===== src/shared/ucfg_regs.svh =====
`ifndef UCFG_REGS_SVH
`define UCFG_REGS_SVH

// Register byte offsets on the AXI4-Lite bus.
`define UCFG_CFG_OFF 12'h080
`define UCFG_AUX_OFF 12'h088
`define UCFG_STAT_OFF 12'h08c

// Field positions in the configuration register.
`define UCFG_BCE_BIT 5
`define UCFG_SWAP_BIT 4
`define UCFG_RSVD_BIT 3
`define UCFG_RWK_BIT 2
`define UCFG_PWR_BIT 1
`define UCFG_SBP_BIT 0
`define UCFG_SLP_BIT 8
`define UCFG_U2X_BIT 11
// Writable bits of the configuration register.
`define UCFG_CFG_WMASK 32'h0000_0927

// Field positions in the auxiliary register.
`define UCFG_F1FLD_LSB 0
`define UCFG_SUSP_BIT 4
`define UCFG_AUX_WMASK 32'h0000_0013

// Bit positions inside the configuration flag bytes.
`define UCFG_F0_SWAP 0
`define UCFG_F0_RWK 1
`define UCFG_F0_PWR 2
`define UCFG_F0_SUSP 3
`define UCFG_F1_SLP 0
`define UCFG_F1_FLD 1
`define UCFG_F2_U2X 0

// Fixed fallbacks when no image source is available.
`define UCFG_DEF_BCE 1'b0
`define UCFG_DEF_SBP 1'b0
`define UCFG_DEF_SWAP 1'b0
`define UCFG_DEF_RWK 1'b1
`define UCFG_DEF_PWR 1'b1
`define UCFG_DEF_SLP 1'b1
`define UCFG_DEF_SUSP 1'b1
`define UCFG_DEF_F1FLD 2'h3
`define UCFG_DEF_U2X 1'b0

// Bus responses.
`define UCFG_RESP_OKAY 2'h0
`define UCFG_RESP_SLVERR 2'h2

`endif


===== src/shared/ucfg_pkg.sv =====
package ucfg_pkg;

    // Configuration flag bytes as delivered by the EEPROM or OTP loader.
    typedef struct packed {
        logic [7:0] flags2;
        logic [7:0] flags1;
        logic [7:0] flags0;
    } ucfg_image_t;

    // One register access passed from the bus slave to the register bank.
    typedef struct packed {
        logic [11:0] addr;
        logic [31:0] data;
        logic [3:0] strb;
    } ucfg_req_t;

    // Where the last loaded default image came from.
    typedef enum logic [2:0] {
        UCFG_SRC_NONE = 3'b001,
        UCFG_SRC_OTP = 3'b010,
        UCFG_SRC_EE = 3'b100
    } ucfg_src_t;

endpackage


===== src/verilog/ucfg_top.sv =====
`timescale 1ns/1ps
`default_nettype none
`include "ucfg_regs.svh"

module ucfg_top #(
    parameter logic [7:0] BURST_MAX = 8'hff
) (
    input wire logic clk,
    input wire logic arst_n,
    input wire logic [11:0] awaddr,
    input wire logic awvalid,
    output logic awready,
    input wire logic [31:0] wdata,
    input wire logic [3:0] wstrb,
    input wire logic wvalid,
    output logic wready,
    output logic [1:0] bresp,
    output logic bvalid,
    input wire logic bready,
    input wire logic [11:0] araddr,
    input wire logic arvalid,
    output logic arready,
    output logic [31:0] rdata,
    output logic [1:0] rresp,
    output logic rvalid,
    input wire logic rready,
    input wire logic ee_load,
    input wire ucfg_pkg::ucfg_image_t ee_image,
    input wire logic otp_load,
    input wire ucfg_pkg::ucfg_image_t otp_image,
    input wire logic usb_reset,
    input wire logic lite_reset,
    input wire logic rst_protect,
    input wire logic [7:0] burst_cap_value,
    output logic [7:0] tx_burst_limit,
    input wire logic core_dp,
    input wire logic core_dm,
    output logic usb2_positive_pad,
    output logic usb2_negative_pad,
    input wire logic set_dev_rwk,
    input wire logic set_func_rwk,
    input wire logic clr_dev_rwk,
    input wire logic clr_func_rwk,
    output logic dev_rwk_en,
    output logic func_rwk_en,
    output logic feature_refused,
    output logic self_powered,
    input wire logic loss_of_sync,
    input wire logic clear_bulk_stall,
    output logic bulk_out_stall,
    output logic utmi_sleep_enable,
    output logic suspend_enable,
    output logic [1:0] flags1_field,
    output logic u2_exit_fast
);

    // Byte-lane write merge, used for both writable registers.
    function automatic logic [31:0] merge(input logic [31:0] old, input logic [31:0] nw,
                                          input logic [3:0] strb, input logic [31:0] wmask);
        logic [31:0] m;
        m = {{8{strb[3]}}, {8{strb[2]}}, {8{strb[1]}}, {8{strb[0]}}} & wmask;
        return (old & ~m) | (nw & m);
    endfunction

    // Default of one image bit, or the fixed value when nothing was loaded.
    function automatic logic pick(input ucfg_pkg::ucfg_src_t src, input logic img,
                                  input logic fallback);
        return (src == ucfg_pkg::UCFG_SRC_NONE) ? fallback : img;
    endfunction

    logic usb_reset_s; // USB reset level after the pin synchroniser.
    logic wr_go;
    ucfg_pkg::ucfg_req_t wr_req;
    logic wr_ok;
    logic rd_go;
    logic [11:0] rd_addr;
    logic [31:0] rd_data;
    logic rd_ok;

    ucfg_sync3 u_rst_sync (
        .clk(clk),
        .arst_n(arst_n),
        .d(usb_reset),
        .q(usb_reset_s)
    );

    ucfg_axil_slave u_bus (
        .clk(clk),
        .arst_n(arst_n),
        .awaddr(awaddr),
        .awvalid(awvalid),
        .awready(awready),
        .wdata(wdata),
        .wstrb(wstrb),
        .wvalid(wvalid),
        .wready(wready),
        .bresp(bresp),
        .bvalid(bvalid),
        .bready(bready),
        .araddr(araddr),
        .arvalid(arvalid),
        .arready(arready),
        .rdata(rdata),
        .rresp(rresp),
        .rvalid(rvalid),
        .rready(rready),
        .wr_go(wr_go),
        .wr_req(wr_req),
        .wr_ok(wr_ok),
        .rd_go(rd_go),
        .rd_addr(rd_addr),
        .rd_data(rd_data),
        .rd_ok(rd_ok)
    );

    ucfg_pkg::ucfg_src_t src_r; // Source of the last loaded image.
    ucfg_pkg::ucfg_image_t img_r; // Flag bytes last loaded.
    logic ee_pwr_r; // Power bit, kept only from an EEPROM image.
    logic apply_r; // One-cycle request to load defaults after an image arrives.
    logic [31:0] cfg_r; // Configuration register.
    logic [31:0] aux_r; // Auxiliary register.

    // Image capture: an EEPROM image outranks OTP, and OTP never overwrites it.
    always_ff @(posedge clk or negedge arst_n) begin
        if (!arst_n) begin
            src_r <= ucfg_pkg::UCFG_SRC_NONE;
            img_r <= '0;
            ee_pwr_r <= `UCFG_DEF_PWR;
        end else if (ee_load) begin
            src_r <= ucfg_pkg::UCFG_SRC_EE;
            img_r <= ee_image;
            ee_pwr_r <= ee_image.flags0[`UCFG_F0_PWR];
        end else if (otp_load) begin
            unique case (src_r)
                ucfg_pkg::UCFG_SRC_NONE,
                ucfg_pkg::UCFG_SRC_OTP: begin
                    src_r <= ucfg_pkg::UCFG_SRC_OTP;
                    img_r <= otp_image;
                end
                ucfg_pkg::UCFG_SRC_EE: begin
                    src_r <= ucfg_pkg::UCFG_SRC_EE;
                end
                default: begin
                    src_r <= ucfg_pkg::UCFG_SRC_NONE;
                end
            endcase
        end
    end

    // A fresh image becomes the live default on the following cycle.
    always_ff @(posedge clk or negedge arst_n) begin
        if (!arst_n) begin
            apply_r <= 1'b0;
        end else begin
            apply_r <= ee_load || otp_load;
        end
    end

    // Restore events; protected fields skip the guarded resets but take a new image.
    logic restore;
    logic restore_prot;
    assign restore = usb_reset_s || lite_reset || apply_r;
    assign restore_prot = apply_r || ((usb_reset_s || lite_reset) && !rst_protect);

    // Register write decode; reserved and read-only bits are masked off.
    logic wr_cfg;
    logic wr_aux;
    assign wr_cfg = wr_go && (wr_req.addr == `UCFG_CFG_OFF);
    assign wr_aux = wr_go && (wr_req.addr == `UCFG_AUX_OFF);
    assign wr_ok = (wr_req.addr == `UCFG_CFG_OFF) || (wr_req.addr == `UCFG_AUX_OFF);

    // Configuration register; a restore beats a write in the same cycle.
    always_ff @(posedge clk or negedge arst_n) begin
        if (!arst_n) begin
            cfg_r <= 32'h0000_0000;
            cfg_r[`UCFG_BCE_BIT] <= `UCFG_DEF_BCE;
            cfg_r[`UCFG_SBP_BIT] <= `UCFG_DEF_SBP;
            cfg_r[`UCFG_SWAP_BIT] <= `UCFG_DEF_SWAP;
            cfg_r[`UCFG_RWK_BIT] <= `UCFG_DEF_RWK;
            cfg_r[`UCFG_PWR_BIT] <= `UCFG_DEF_PWR;
            cfg_r[`UCFG_SLP_BIT] <= `UCFG_DEF_SLP;
            cfg_r[`UCFG_U2X_BIT] <= `UCFG_DEF_U2X;
        end else if (restore) begin
            cfg_r[`UCFG_SWAP_BIT] <= pick(src_r, img_r.flags0[`UCFG_F0_SWAP],
                                          `UCFG_DEF_SWAP);
            cfg_r[`UCFG_SLP_BIT] <= pick(src_r, img_r.flags1[`UCFG_F1_SLP],
                                         `UCFG_DEF_SLP);
            cfg_r[`UCFG_U2X_BIT] <= pick(src_r, img_r.flags2[`UCFG_F2_U2X],
                                         `UCFG_DEF_U2X);
            if (restore_prot) begin
                cfg_r[`UCFG_RWK_BIT] <= pick(src_r, img_r.flags0[`UCFG_F0_RWK],
                                             `UCFG_DEF_RWK);
                cfg_r[`UCFG_PWR_BIT] <= (src_r == ucfg_pkg::UCFG_SRC_EE) ? ee_pwr_r
                                        : `UCFG_DEF_PWR;
            end
        end else if (wr_cfg) begin
            // Swap bit and bit three are outside the write mask.
            cfg_r <= merge(cfg_r, wr_req.data, wr_req.strb, `UCFG_CFG_WMASK);
        end
    end

    // Auxiliary register holding the flags-one field and the suspend enable.
    always_ff @(posedge clk or negedge arst_n) begin
        if (!arst_n) begin
            aux_r <= 32'h0000_0000;
            aux_r[`UCFG_F1FLD_LSB +: 2] <= `UCFG_DEF_F1FLD;
            aux_r[`UCFG_SUSP_BIT] <= `UCFG_DEF_SUSP;
        end else if (restore) begin
            aux_r[`UCFG_F1FLD_LSB +: 2] <= (src_r == ucfg_pkg::UCFG_SRC_NONE) ? `UCFG_DEF_F1FLD
                                           : img_r.flags1[`UCFG_F1_FLD +: 2];
            aux_r[`UCFG_SUSP_BIT] <= pick(src_r, img_r.flags0[`UCFG_F0_SUSP],
                                          `UCFG_DEF_SUSP);
        end else if (wr_aux) begin
            aux_r <= merge(aux_r, wr_req.data, wr_req.strb, `UCFG_AUX_WMASK);
        end
    end

    // Read mux; unmapped addresses answer with an error and zero data.
    always_comb begin
        rd_data = 32'h0000_0000;
        rd_ok = 1'b1;
        unique case (rd_addr)
            `UCFG_CFG_OFF: rd_data = cfg_r & ~(32'h1 << `UCFG_RSVD_BIT);
            `UCFG_AUX_OFF: rd_data = aux_r;
            `UCFG_STAT_OFF: rd_data = {25'h0, dev_rwk_en, func_rwk_en, bulk_out_stall,
                                       usb_reset_s, src_r};
            default: rd_ok = 1'b0;
        endcase
    end

    // Transmit burst size; the cap value applies only while enabled, otherwise BURST_MAX.
    always_ff @(posedge clk or negedge arst_n) begin
        if (!arst_n) begin
            tx_burst_limit <= BURST_MAX;
        end else begin
            tx_burst_limit <= cfg_r[`UCFG_BCE_BIT] ? burst_cap_value : BURST_MAX;
        end
    end

    // Pad mapping; registered so a swap change lands cleanly on both pads together.
    always_ff @(posedge clk or negedge arst_n) begin
        if (!arst_n) begin
            usb2_positive_pad <= 1'b0;
            usb2_negative_pad <= 1'b0;
        end else begin
            usb2_positive_pad <= cfg_r[`UCFG_SWAP_BIT] ? core_dm : core_dp;
            usb2_negative_pad <= cfg_r[`UCFG_SWAP_BIT] ? core_dp : core_dm;
        end
    end

    // Remote wakeup features; a set request without the capability is refused.
    always_ff @(posedge clk or negedge arst_n) begin
        if (!arst_n) begin
            dev_rwk_en <= 1'b0;
            func_rwk_en <= 1'b0;
            feature_refused <= 1'b0;
        end else begin
            feature_refused <= (set_dev_rwk || set_func_rwk) && !cfg_r[`UCFG_RWK_BIT];
            if (!cfg_r[`UCFG_RWK_BIT] || usb_reset_s) begin
                dev_rwk_en <= 1'b0;
                func_rwk_en <= 1'b0;
            end else begin
                // A set arriving with its clear is kept.
                dev_rwk_en <= set_dev_rwk || (dev_rwk_en && !clr_dev_rwk);
                func_rwk_en <= set_func_rwk || (func_rwk_en && !clr_func_rwk);
            end
        end
    end

    // Reported power method and plain configuration outputs.
    always_ff @(posedge clk or negedge arst_n) begin
        if (!arst_n) begin
            self_powered <= `UCFG_DEF_PWR;
            utmi_sleep_enable <= `UCFG_DEF_SLP;
            suspend_enable <= `UCFG_DEF_SUSP;
            flags1_field <= `UCFG_DEF_F1FLD;
            u2_exit_fast <= `UCFG_DEF_U2X;
        end else begin
            self_powered <= cfg_r[`UCFG_PWR_BIT];
            utmi_sleep_enable <= cfg_r[`UCFG_SLP_BIT];
            suspend_enable <= aux_r[`UCFG_SUSP_BIT];
            flags1_field <= aux_r[`UCFG_F1FLD_LSB +: 2];
            u2_exit_fast <= cfg_r[`UCFG_U2X_BIT];
        end
    end

    // Bulk-out stall on loss of sync; a new loss beats a simultaneous clear.
    always_ff @(posedge clk or negedge arst_n) begin
        if (!arst_n) begin
            bulk_out_stall <= 1'b0;
        end else if (loss_of_sync && !cfg_r[`UCFG_SBP_BIT]) begin
            bulk_out_stall <= 1'b1;
        end else if (clear_bulk_stall || usb_reset_s) begin
            bulk_out_stall <= 1'b0;
        end
    end
endmodule

`default_nettype wire


===== src/verilog/ucfg_sync3.sv =====
`timescale 1ns/1ps
`default_nettype none

// Three-stage synchroniser; the output follows once stages two and three agree.
module ucfg_sync3 (
    input wire logic clk,
    input wire logic arst_n,
    input wire logic d,
    output logic q
);

    // Metastability chain; the first stage feeds only the second.
    logic s1_r;
    logic s2_r;
    logic s3_r;

    // Shift the pin level through the chain.
    always_ff @(posedge clk or negedge arst_n) begin
        if (!arst_n) begin
            s1_r <= 1'b0;
            s2_r <= 1'b0;
            s3_r <= 1'b0;
        end else begin
            s1_r <= d;
            s2_r <= s1_r;
            s3_r <= s2_r;
        end
    end

    // Accept a change only when two settled stages agree, filtering one-cycle glitches.
    always_ff @(posedge clk or negedge arst_n) begin
        if (!arst_n) begin
            q <= 1'b0;
        end else if (s2_r == s3_r) begin
            q <= s3_r;
        end
    end

endmodule

`default_nettype wire


===== src/verilog/ucfg_axil_slave.sv =====
`timescale 1ns/1ps
`default_nettype none
`include "ucfg_regs.svh"

// AXI4-Lite slave front end; the register bank decodes and answers in the issue cycle.
module ucfg_axil_slave (
    input wire logic clk,
    input wire logic arst_n,
    input wire logic [11:0] awaddr,
    input wire logic awvalid,
    output logic awready,
    input wire logic [31:0] wdata,
    input wire logic [3:0] wstrb,
    input wire logic wvalid,
    output logic wready,
    output logic [1:0] bresp,
    output logic bvalid,
    input wire logic bready,
    input wire logic [11:0] araddr,
    input wire logic arvalid,
    output logic arready,
    output logic [31:0] rdata,
    output logic [1:0] rresp,
    output logic rvalid,
    input wire logic rready,
    output logic wr_go,
    output ucfg_pkg::ucfg_req_t wr_req,
    input wire logic wr_ok,
    output logic rd_go,
    output logic [11:0] rd_addr,
    input wire logic [31:0] rd_data,
    input wire logic rd_ok
);

    logic aw_have_r; // Write address captured and waiting.
    logic w_have_r; // Write data captured and waiting.
    logic [11:0] aw_r;
    logic [31:0] wd_r; // Write data held for the register bank.
    logic [3:0] ws_r; // Byte strobes held with the data.

    // Address and data may arrive in either order; each is held until both are in.
    assign awready = !aw_have_r && !bvalid;
    assign wready = !w_have_r && !bvalid;
    assign wr_go = aw_have_r && w_have_r && !bvalid;
    assign wr_req = {aw_r, wd_r, ws_r};
    assign arready = !rvalid;
    assign rd_go = arvalid && arready;
    assign rd_addr = araddr;

    // Write path: capture channels, issue once, then hold the response until taken.
    always_ff @(posedge clk or negedge arst_n) begin
        if (!arst_n) begin
            aw_have_r <= 1'b0;
            w_have_r <= 1'b0;
            aw_r <= 12'h000;
            wd_r <= 32'h0000_0000;
            ws_r <= 4'h0;
            bvalid <= 1'b0;
            bresp <= `UCFG_RESP_OKAY;
        end else begin
            if (awvalid && awready) begin
                aw_have_r <= 1'b1;
                aw_r <= awaddr;
            end
            if (wvalid && wready) begin
                w_have_r <= 1'b1;
                wd_r <= wdata;
                ws_r <= wstrb;
            end
            if (wr_go) begin
                aw_have_r <= 1'b0;
                w_have_r <= 1'b0;
                bvalid <= 1'b1;
                bresp <= wr_ok ? `UCFG_RESP_OKAY : `UCFG_RESP_SLVERR;
            end else if (bvalid && bready) begin
                bvalid <= 1'b0;
            end
        end
    end

    // Read path: one cycle from address taken to data valid.
    always_ff @(posedge clk or negedge arst_n) begin
        if (!arst_n) begin
            rvalid <= 1'b0;
            rdata <= 32'h0000_0000;
            rresp <= `UCFG_RESP_OKAY;
        end else if (rd_go) begin
            rvalid <= 1'b1;
            rdata <= rd_ok ? rd_data : 32'h0000_0000;
            rresp <= rd_ok ? `UCFG_RESP_OKAY : `UCFG_RESP_SLVERR;
        end else if (rvalid && rready) begin
            rvalid <= 1'b0;
        end
    end

endmodule

`default_nettype wire


===== config.mk =====
export PLATFORM = sky130hd
export DESIGN_NAME = ucfg_top
export DESIGN_NICKNAME = d
export VERILOG_FILES = /design/src/shared/ucfg_pkg.sv /design/src/verilog/ucfg_top.sv /design/src/verilog/ucfg_sync3.sv /design/src/verilog/ucfg_axil_slave.sv
export VERILOG_INCLUDE_DIRS = /design/src /design/src/shared
export SDC_FILE = /design/constraint.sdc
export NUM_CORES = 1
export LEC_CHECK = 0
export BUFFER_PORTS_ARGS = -buffer_cell sky130_fd_sc_hd__buf_2
export CORE_MARGIN = 5
export CORE_UTILIZATION = 30
export CTS_BUF_LIST = sky130_fd_sc_hd__clkbuf_4 sky130_fd_sc_hd__clkbuf_8
export CTS_CLUSTER_DIAMETER = 50
export DETAILED_ROUTE_END_ITERATION = 8
export MAX_ROUTING_LAYER = met4
export PLACE_DENSITY = 0.66
export SETUP_SLACK_MARGIN = 0.5
export SLEW_MARGIN = 20
export SYNTH_ARGS = -nofsm -noshare
export SYNTH_HDL_FRONTEND = slang
export SYNTH_SLANG_ARGS = --single-unit

===== constraint.sdc =====
create_clock -name clk -period 2.6 [get_ports clk]
set_clock_uncertainty 0.05 [all_clocks]
set_input_delay 0.78 -clock clk [delete_from_list [all_inputs] [get_ports clk]]
set_output_delay 0.78 -clock clk [all_outputs]
set_load 0.03 [all_outputs]

==> results of run 1 <==
-- synthesized netlist by cell type, types with 2 or more instances --
master     count
dfrtp_1       61
mux2_2        27
buf_4         25
dfstp_2       21
o21ai_0       17
nand2_1       16
nand2b_1      14
nor2_1        14
a21oi_1       13
mux2i_1       13
inv_1         10
clkbuf_1       8
and2_1         5
nor3_1         5
a22o_1         4
a32o_1         4
a21o_1         3
a22oi_1        3
nand3_1        3
o41ai_1        3
nand4_1        2
nand4bb_1      2
nor4_4         2
-- repair_timing --
action	CTS	global route
hold buffers	0	0
setup buffers	0	0
gates resized for setup	0	1
setup endpoints to repair	0	1
-- metrics by stage --
step	hold WS (ps)	std cells	power, W
detailed placement	289	552	0.00263
CTS	306	568	0.00370
global route	322	569	0.00384
finish	304	569	0.00363
global placement	284	552	0.00258
floorplan	281	323	0.00235
-- where the power goes --
part / total (W) / leakage, nW / internal, W / switching [W]
clock: 0.00105 / 0.116 / 0.000598 / 0.000454
sequential: 0.00175 / 0.962 / 0.00155 / 0.000201
combinational: 0.000832 / 1.04 / 0.000390 / 0.000442
total: 0.00363 / 2.12 / 0.00254 / 0.00110
-- routing by layer --
| layer | share of wire, % | track usage [%] |
|---|---|---|
| met1 | 43 | 14.9 |
| met2 | 48 | 20.1 |
| met3 | 8.7 | 4.10 |
| met4 | 0.97 | 3.51 |
| met5 | 0 | - |
-- worst max-delay path by stage --
stage                             start             to  slack [ps]  cells past startpoint
after floorplan            u_bus.bvalid  u_bus.wd_r[0]         540                      4
after global placement       lite_reset       cfg_r[2]         610                      4
after detailed placement     lite_reset       cfg_r[2]         560                      4
after CTS                 u_bus.aw_r[0]       cfg_r[1]         610                      4
after global routing       u_bus.bvalid       cfg_r[2]         530                      4
final                     u_bus.aw_r[0]       cfg_r[2]         620                      4
-- kinds of logic (layout without fill, tap and decap cells) --
logic type | after synthesis | count (layout) | synth area share (%)
DFF | 82 | 82 | 57.7
muxes | 40 | 40 | 12.1
other | 1 | 26 | 0.104
adders and majority gates | 1 | 1 | 0.278
buffers and inverters | 44 | 142 | 7.19
xor gates and xnor gates | 1 | 1 | 0.243
AOI/OAI and AO/OA | 53 | 53 | 9.62
and+or+nand+nor | 77 | 77 | 12.8
-- final cells by class --
class,count,area share (%)
diodes,1,0.0555
flip-flops and latches,82,46.1
multi-input cells,197,30.3
clock buffers,11,3.36
repair buffers,116,13.5
inverters,10,0.832
clock inverters,5,1.89
well taps,147,4.08
-- state kept, by name, summed over array words and instances, names as in the netlist, 2 cells and up, named ones only --
name / count
u_bus.rdata: 9
u_bus.wd_r: 7
cfg_r: 5
tx_burst_limit: 8
u_bus.ws_r: 2
u_bus.aw_r: 12
img_r: 7
src_r: 3
flags1_field: 2
-- critical path, delay by kind of cell, from the launching register on --
kind            cells  cell delay, ps
simple gates        2             890
compound gates      1             230
mux                 1             360
flops               1             380
==> results.ini, run 1 <==
[final_layout]
nNetsFinal=552
register_area_mm2=0.00208
utilization_pct=37.9
mostFrequentLayoutCell=buf_2
syn_to_final_growth_pct=25.3
layout-drive-gt1-share_pct=45.1
fill_cells=1208
final_cell_mix=110 x buf_2, 61 x dfrtp_1, 27 x mux2_2, 25 x conb_1, 21 x dfstp_2
stdcell_area_mm2=0.00451
multi_input_area_mm2=0.00137

[worst_hold_path]
min_to=u_rst_sync.s2_r
hp-class=reg2reg
min_from=u_rst_sync.s1_r
hold_depth=0

[timing]
hold_violations=0
clock.fmax_ghz=0.504
period_minus_slack_ps=1980
setup_violations=0
tightest_slew_ps=539
rsz0062_at_grt=no
setup_slack_ps=617
worst_slew_margin_rel_pct=63.6
tns_ps=0
drv_slew=0
period_share_pct=76.3

[synthesis]
async_flop_share_pct=100
yosys-top-cells-area=dfrtp_1 42%, dfstp_2 15%, mux2_2 8.4%
netlist_instances=299
avgSynthCellArea_um2=12.0
ys_ff_latch=82
synth_cell_types=47
synth-edff-count=0
ys_seq_area_share_pct=57.7
yosysTopAreaCell=dfrtp_1
synthesis.area_mm2=0.00360
synth_top_area_share_pct=42.4
synth-main-ff-cell=dfrtp_1
synth_warnings=0

[worst_setup_path]
crit_chain=or4_4, or2_1, o21ai_1, mux2_2
reg2reg_depth=4
crit_arrival_ps=2210
cp.required_ps=2830
rrSetupSlack_ps=620
crit_path_max_incr_delay_ps=590
critical_path_class=reg2reg
end_kind=register
reg2reg_to=cfg_r[2]
setup.worst_path.start_class=register
r2r-start=u_bus.aw_r[0]
crit_fanout=4
crit_slowest_cell=or4_4

[power]
peakVddDrop_uv=314
p_leak_nw=2.12
powerDensity_mw_per_mm2=805

[global_routing]
grt-ovfl-total=0
grt_max_degree=44
grt_use_total_pct=12.4
antenna_found_initial=1
first_global_vias=2701
grt_pass1_wl_mm=13.5

[placement]
dp_hpwl_mm=6.71
postPlaceCellArea_mm2=0.00427
port_buffers=111
gp_congestion=0.808
pre_cts_slack_ps=565

[die]
num_io_pins=197
rows=40
dieArea_mm2=0.0143
dieHeight_um=120
die_w_um=120
initial_utilization_pct=30.2
core-area_mm2=0.0119

[clock_tree]
cts_made_buffers=9
clk_latency_ps=340
cts.htree.levels=3
clk_path_buf_depth=2
cts_tree=done
path_clk_slew_ps=80
root_buffer=clkbuf_8
cts_sinks=82

[route]
routed_via_density=4.55
drtPass1Iterations=4
num_vias=2590
drt_iter0_markers=156
route.detailed.drc=0
antenna_left=0
routed_wl_mm=8.52
wl_per_cell_um=15.0

[job]
cap_violations=0

[outcome]
status=finished clean

(Power assumes the default switching activity.)
==> inputs of run 2 (changes only) <==
Settings changed: PLACE_DENSITY 0.66 to 0.68.
Clock period 2.6 ns to 1.7 ns, I/O delays scaled along.
==> results.ini, run 2 (synthesis results as in run 1) <==
[worst_setup_path]
cp.required_ps=1940
setup.worst_path.start_class=register
crit_arrival_ps=2100
crit_chain=or4b_4, buf_6, nor4_4, buf_4, mux2i_1, o22a_1
end_kind=register
crit_fanout=4
critical_path_class=reg2reg
crit_slowest_cell=or4b_4
crit_path_max_incr_delay_ps=590

[final_layout]
layout-drive-gt1-share_pct=60.6
stdcell_area_mm2=0.00556
reg_top3=u_bus.aw_r (12), u_bus.rdata (9), tx_burst_limit (8)
syn_to_final_growth_pct=54.5
final_cell_mix=74 x buf_2, 59 x dfrtp_1, 54 x buf_6, 39 x buf_4, 25 x conb_1
nNetsFinal=608
largest_register=u_bus.aw_r
fill_cells=1067
largest_reg_flops=12
mostFrequentLayoutCell=buf_2

[route]
drt_iter0_markers=186
route.detailed.drc=0
routed_wl_mm=9.95
antenna_left=0
drtPass1Iterations=4
num_vias=2854
routed_via_density=4.57
wl_per_cell_um=15.9

[die]
initial_utilization_pct=30.2
core-area_mm2=0.0119
dieHeight_um=120
rows=40
die_w_um=120
num_io_pins=197
dieArea_mm2=0.0143

[worst_hold_path]
hp-class=in2async

[timing]
clock.fmax_ghz=0.537
worst_slew_margin_rel_pct=59.4
rsz0062_at_grt=yes
setup_violations=11
tns_ps=-1110
period_minus_slack_ps=1860
setup_slack_ps=-163
period_share_pct=110
drv_slew=0
tightest_slew_ps=608
hold_violations=0

[outcome]
violations=setup timing
status=finished, violations left

[clock_tree]
clk_latency_ps=340
path_clk_slew_ps=80
cts_tree=done
cts_made_buffers=9
clk_path_buf_depth=2
root_buffer=clkbuf_8
cts.htree.levels=3
cts_sinks=82

[power]
powerDensity_mw_per_mm2=1160
peakVddDrop_uv=649
p_leak_nw=2.64

[placement]
dp_hpwl_mm=7.11
gp_congestion=0.818
port_buffers=111
postPlaceCellArea_mm2=0.00467

[global_routing]
grt_use_total_pct=14.3
grt-ovfl-total=0
antenna_found_initial=1
grt_max_degree=27
grt_pass1_wl_mm=15.7
first_global_vias=2963

[job]
cap_violations=0

run 2: cell types whose count changed in the layout (fill, tap and decap cells not counted), moves of 5 or more:
cell,before,now
buf_4,5,39
buf_2,110,74
a21oi_1,13,8
mux2_2,27,5
nand2_2,0,6
o21ai_2,0,10
o21ai_0,17,3
mux2_4,0,22
buf_6,0,54
nand2_1,16,10
run 2: final timing paths:
path	start	to	slack, ps	depth (start not counted)
worst max-delay path	u_bus.aw_r[1]	register	-160	6
worst max register to register	u_bus.aw_r[1]	register	-160	6
min in group clk	usb_reset	u_rst_sync.s1_r	230	1
max in group asynchronous	arst_n	u_bus.rvalid	770	2
worst min register to register	u_rst_sync.s1_r	u_rst_sync.s2_r	300	0
worst min-delay path	arst_n	suspend_enable	130	1
run 2: area by class of cell:
class | instances | area (um2) | share of cell area (%)
Antenna cell | 1 | 2.50 | 0.0450
Clock buffer | 11 | 151 | 2.72
Clock inverter | 5 | 52.6 | 0.944
Inverter | 10 | 41.3 | 0.742
Multi-Input combinational cell | 199 | 1730 | 31.1
Sequential cell | 82 | 2080 | 37.4
Tap cell | 147 | 184 | 3.31
Timing Repair Buffer | 170 | 1320 | 23.8
run 2: through the flow:
stage / hold slack (ps) / cells / worst slack, ps / total power [W] / util, %
after floorplan: 164 / 323 / -93.0 / 0.00393 / -
after global placement: 285 / 577 / -149 / 0.00448 / 39.2
after detailed placement: 286 / 577 / -193 / 0.00454 / 39.2
after CTS: 118 / 611 / -168 / 0.00629 / 44.7
after global routing: 119 / 625 / -267 / 0.00681 / 46.7
final: 131 / 625 / -163 / 0.00643 / 46.7
run 2: worst max-delay path: cells and delay by family (launching register included):
kind	cells	cell delay (ps)
AOI/OAI and AO/OA	1	140
DFF	1	380
buffers and inverters	2	340
and+or+nand+nor	2	710
muxes	1	200
run 2: metal layers:
metal  track usage, %  part of all wire (%)
met3             3.49                   6.1
met5                -                     0
met4             3.87                   1.1
met1             17.8                    42
met2             23.4                    51
run 2: where the power goes:
part / switching [W] / total [W] / internal [W]
Combinational: 0.000994 / 0.00235 / 0.00135
Sequential: 0.000276 / 0.00265 / 0.00237
Clock: 0.000681 / 0.00143 / 0.000752
Total: 0.00195 / 0.00643 / 0.00448
run 2: repair_timing:
action | CTS | global route
resized for setup | 95 | 35
gates cloned | 3 | 0
endpoints found under the hold margin | 13 | 0
buffers inserted | 14 | 13
pin swaps | 21 | 17
endpoints found under the setup margin | 85 | 102
hold buffers | 1 | 0
==> inputs of run 3 (changes only) <==
Settings changed: TNS_END_PERCENT from default to 1.
==> results.ini, run 3 (synthesis results as in run 1) <==
[outcome]
status=finished, violations left
violations=setup timing

[worst_setup_path]
crit_path_max_incr_delay_ps=590
end_kind=register
critical_path_class=reg2reg
setup.worst_path.start_class=register
crit_slowest_cell=or4b_4
crit_buf_inv=0
crit_family=simple AND/OR/NAND/NOR gates
cp.required_ps=1960
crit_arrival_ps=2130
crit_chain=or4b_4, or2_4, o41ai_2, mux2_4
crit_fanout=4

[timing]
rsz0062_at_grt=yes
whs_ps=11.5
clock.fmax_ghz=0.534
drv_slew=0
period_minus_slack_ps=1870
setup_violations=10
period_share_pct=110
hold_violations=0
setup_slack_ps=-171
tns_ps=-1030

[die]
num_io_pins=197
rows=40
die_w_um=120
initial_utilization_pct=30.2
core-area_mm2=0.0119
dieHeight_um=120
dieArea_mm2=0.0143

[global_routing]
grt_pass1_wl_mm=14.4
antenna_found_initial=0
grt_use_total_pct=13.0
grt-ovfl-total=0
first_global_vias=2943
grt_max_degree=35

[route]
drt_iter0_markers=128
routed_via_density=4.55
routed_wl_mm=9.07
num_vias=2685
wl_per_cell_um=15.4
drtPass1Iterations=4
route.detailed.drc=0
antenna_left=0

[final_layout]
largest_register=u_bus.aw_r
nNetsFinal=574
fill_cells=1108
final_cell_mix=75 x buf_2, 59 x dfrtp_1, 39 x buf_6, 26 x mux2_2, 25 x conb_1
layout-drive-gt1-share_pct=55.5
syn_to_final_growth_pct=42.4
mostFrequentLayoutCell=buf_2
instances_no_fill=590
largest_reg_flops=12
n_antenna_cell=0
reg_top3=u_bus.aw_r (12), u_bus.rdata (9), tx_burst_limit (8)

[clock_tree]
clk_path_buf_depth=2
cts_sinks=82
cts.htree.levels=3
clk_latency_ps=360
cts_made_buffers=9
hold_buffers=0
path_clk_slew_ps=90
cts_tree=done
root_buffer=clkbuf_8

[worst_hold_path]
hp-class=in2async

[placement]
gp_congestion=0.843
pre_cts_slack_ps=-190
dp.cells=573
port_buffers=111
dp_hpwl_mm=6.99

[power]
powerDensity_mw_per_mm2=1200
peakVddDrop_uv=553
p_leak_nw=2.37

[job]
cap_violations=0

[run 3: routing by layer]
metal,track usage [%],up-vias,wire (um)
li1,-,1282,-
met1,15.3,1301,3770
met2,22.3,91,4640
met3,3.11,11,559
met4,3.72,0,106
met5,-,-,0
[run 3: stage by stage]
step,power [W],utilization [%],area [um2]
final,0.00617,43.1,5130
after global placement,0.00422,37.8,4500
after floorplan,0.00365,-,3730
after global routing,0.00648,43.1,5130
after detailed placement,0.00430,37.8,4500
after CTS,0.00624,42.6,5080
[run 3: layout make-up]
cell class              count  area, um2  area share (%)
clock buffers               9        124            2.42
clock inverters             7        124            2.42
inverters                  10       37.5           0.732
multi-input cells         197       1530            29.9
flip-flops and latches     82       2080            40.6
well taps                 147        184            3.59
repair buffers            138       1040            20.4
[run 3: what timing repair did]
item / CTS / global route
setup buffers: 1 / 0
gates resized for setup: 107 / 14
pin swaps: 28 / 22
endpoints found under the setup margin: 86 / 88
[run 3: where the power goes]
| part | leakage [nW] | switching, W | internal, W |
|---|---|---|---|
| clock | 0.126 | 0.000753 | 0.000994 |
| sequential | 0.959 | 0.000261 | 0.00237 |
| combinational | 1.28 | 0.000849 | 0.000945 |
| total | 2.37 | 0.00186 | 0.00431 |
[run 3: worst register-to-register path, stage by stage, from the launching register on]
cell     delay [ps]
dfrtp_1         380
or4b_4          590
or2_4           300
o41ai_2         300
mux2_4          200
[run 3: final timing paths]
check                           startpoint  depth (start not counted)  slack [ps]         endpoint
setup / recovery             u_bus.aw_r[9]                          4        -170         cfg_r[2]
hold / removal                      arst_n                          1          10   u_bus.w_have_r
setup reg to reg             u_bus.aw_r[9]                          4        -170         cfg_r[2]
hold reg to reg            u_rst_sync.s1_r                          0         300  u_rst_sync.s2_r
max in group asynchronous           arst_n                          2        1010        async pin
min in group clk                 usb_reset                          1         220  u_rst_sync.s1_r
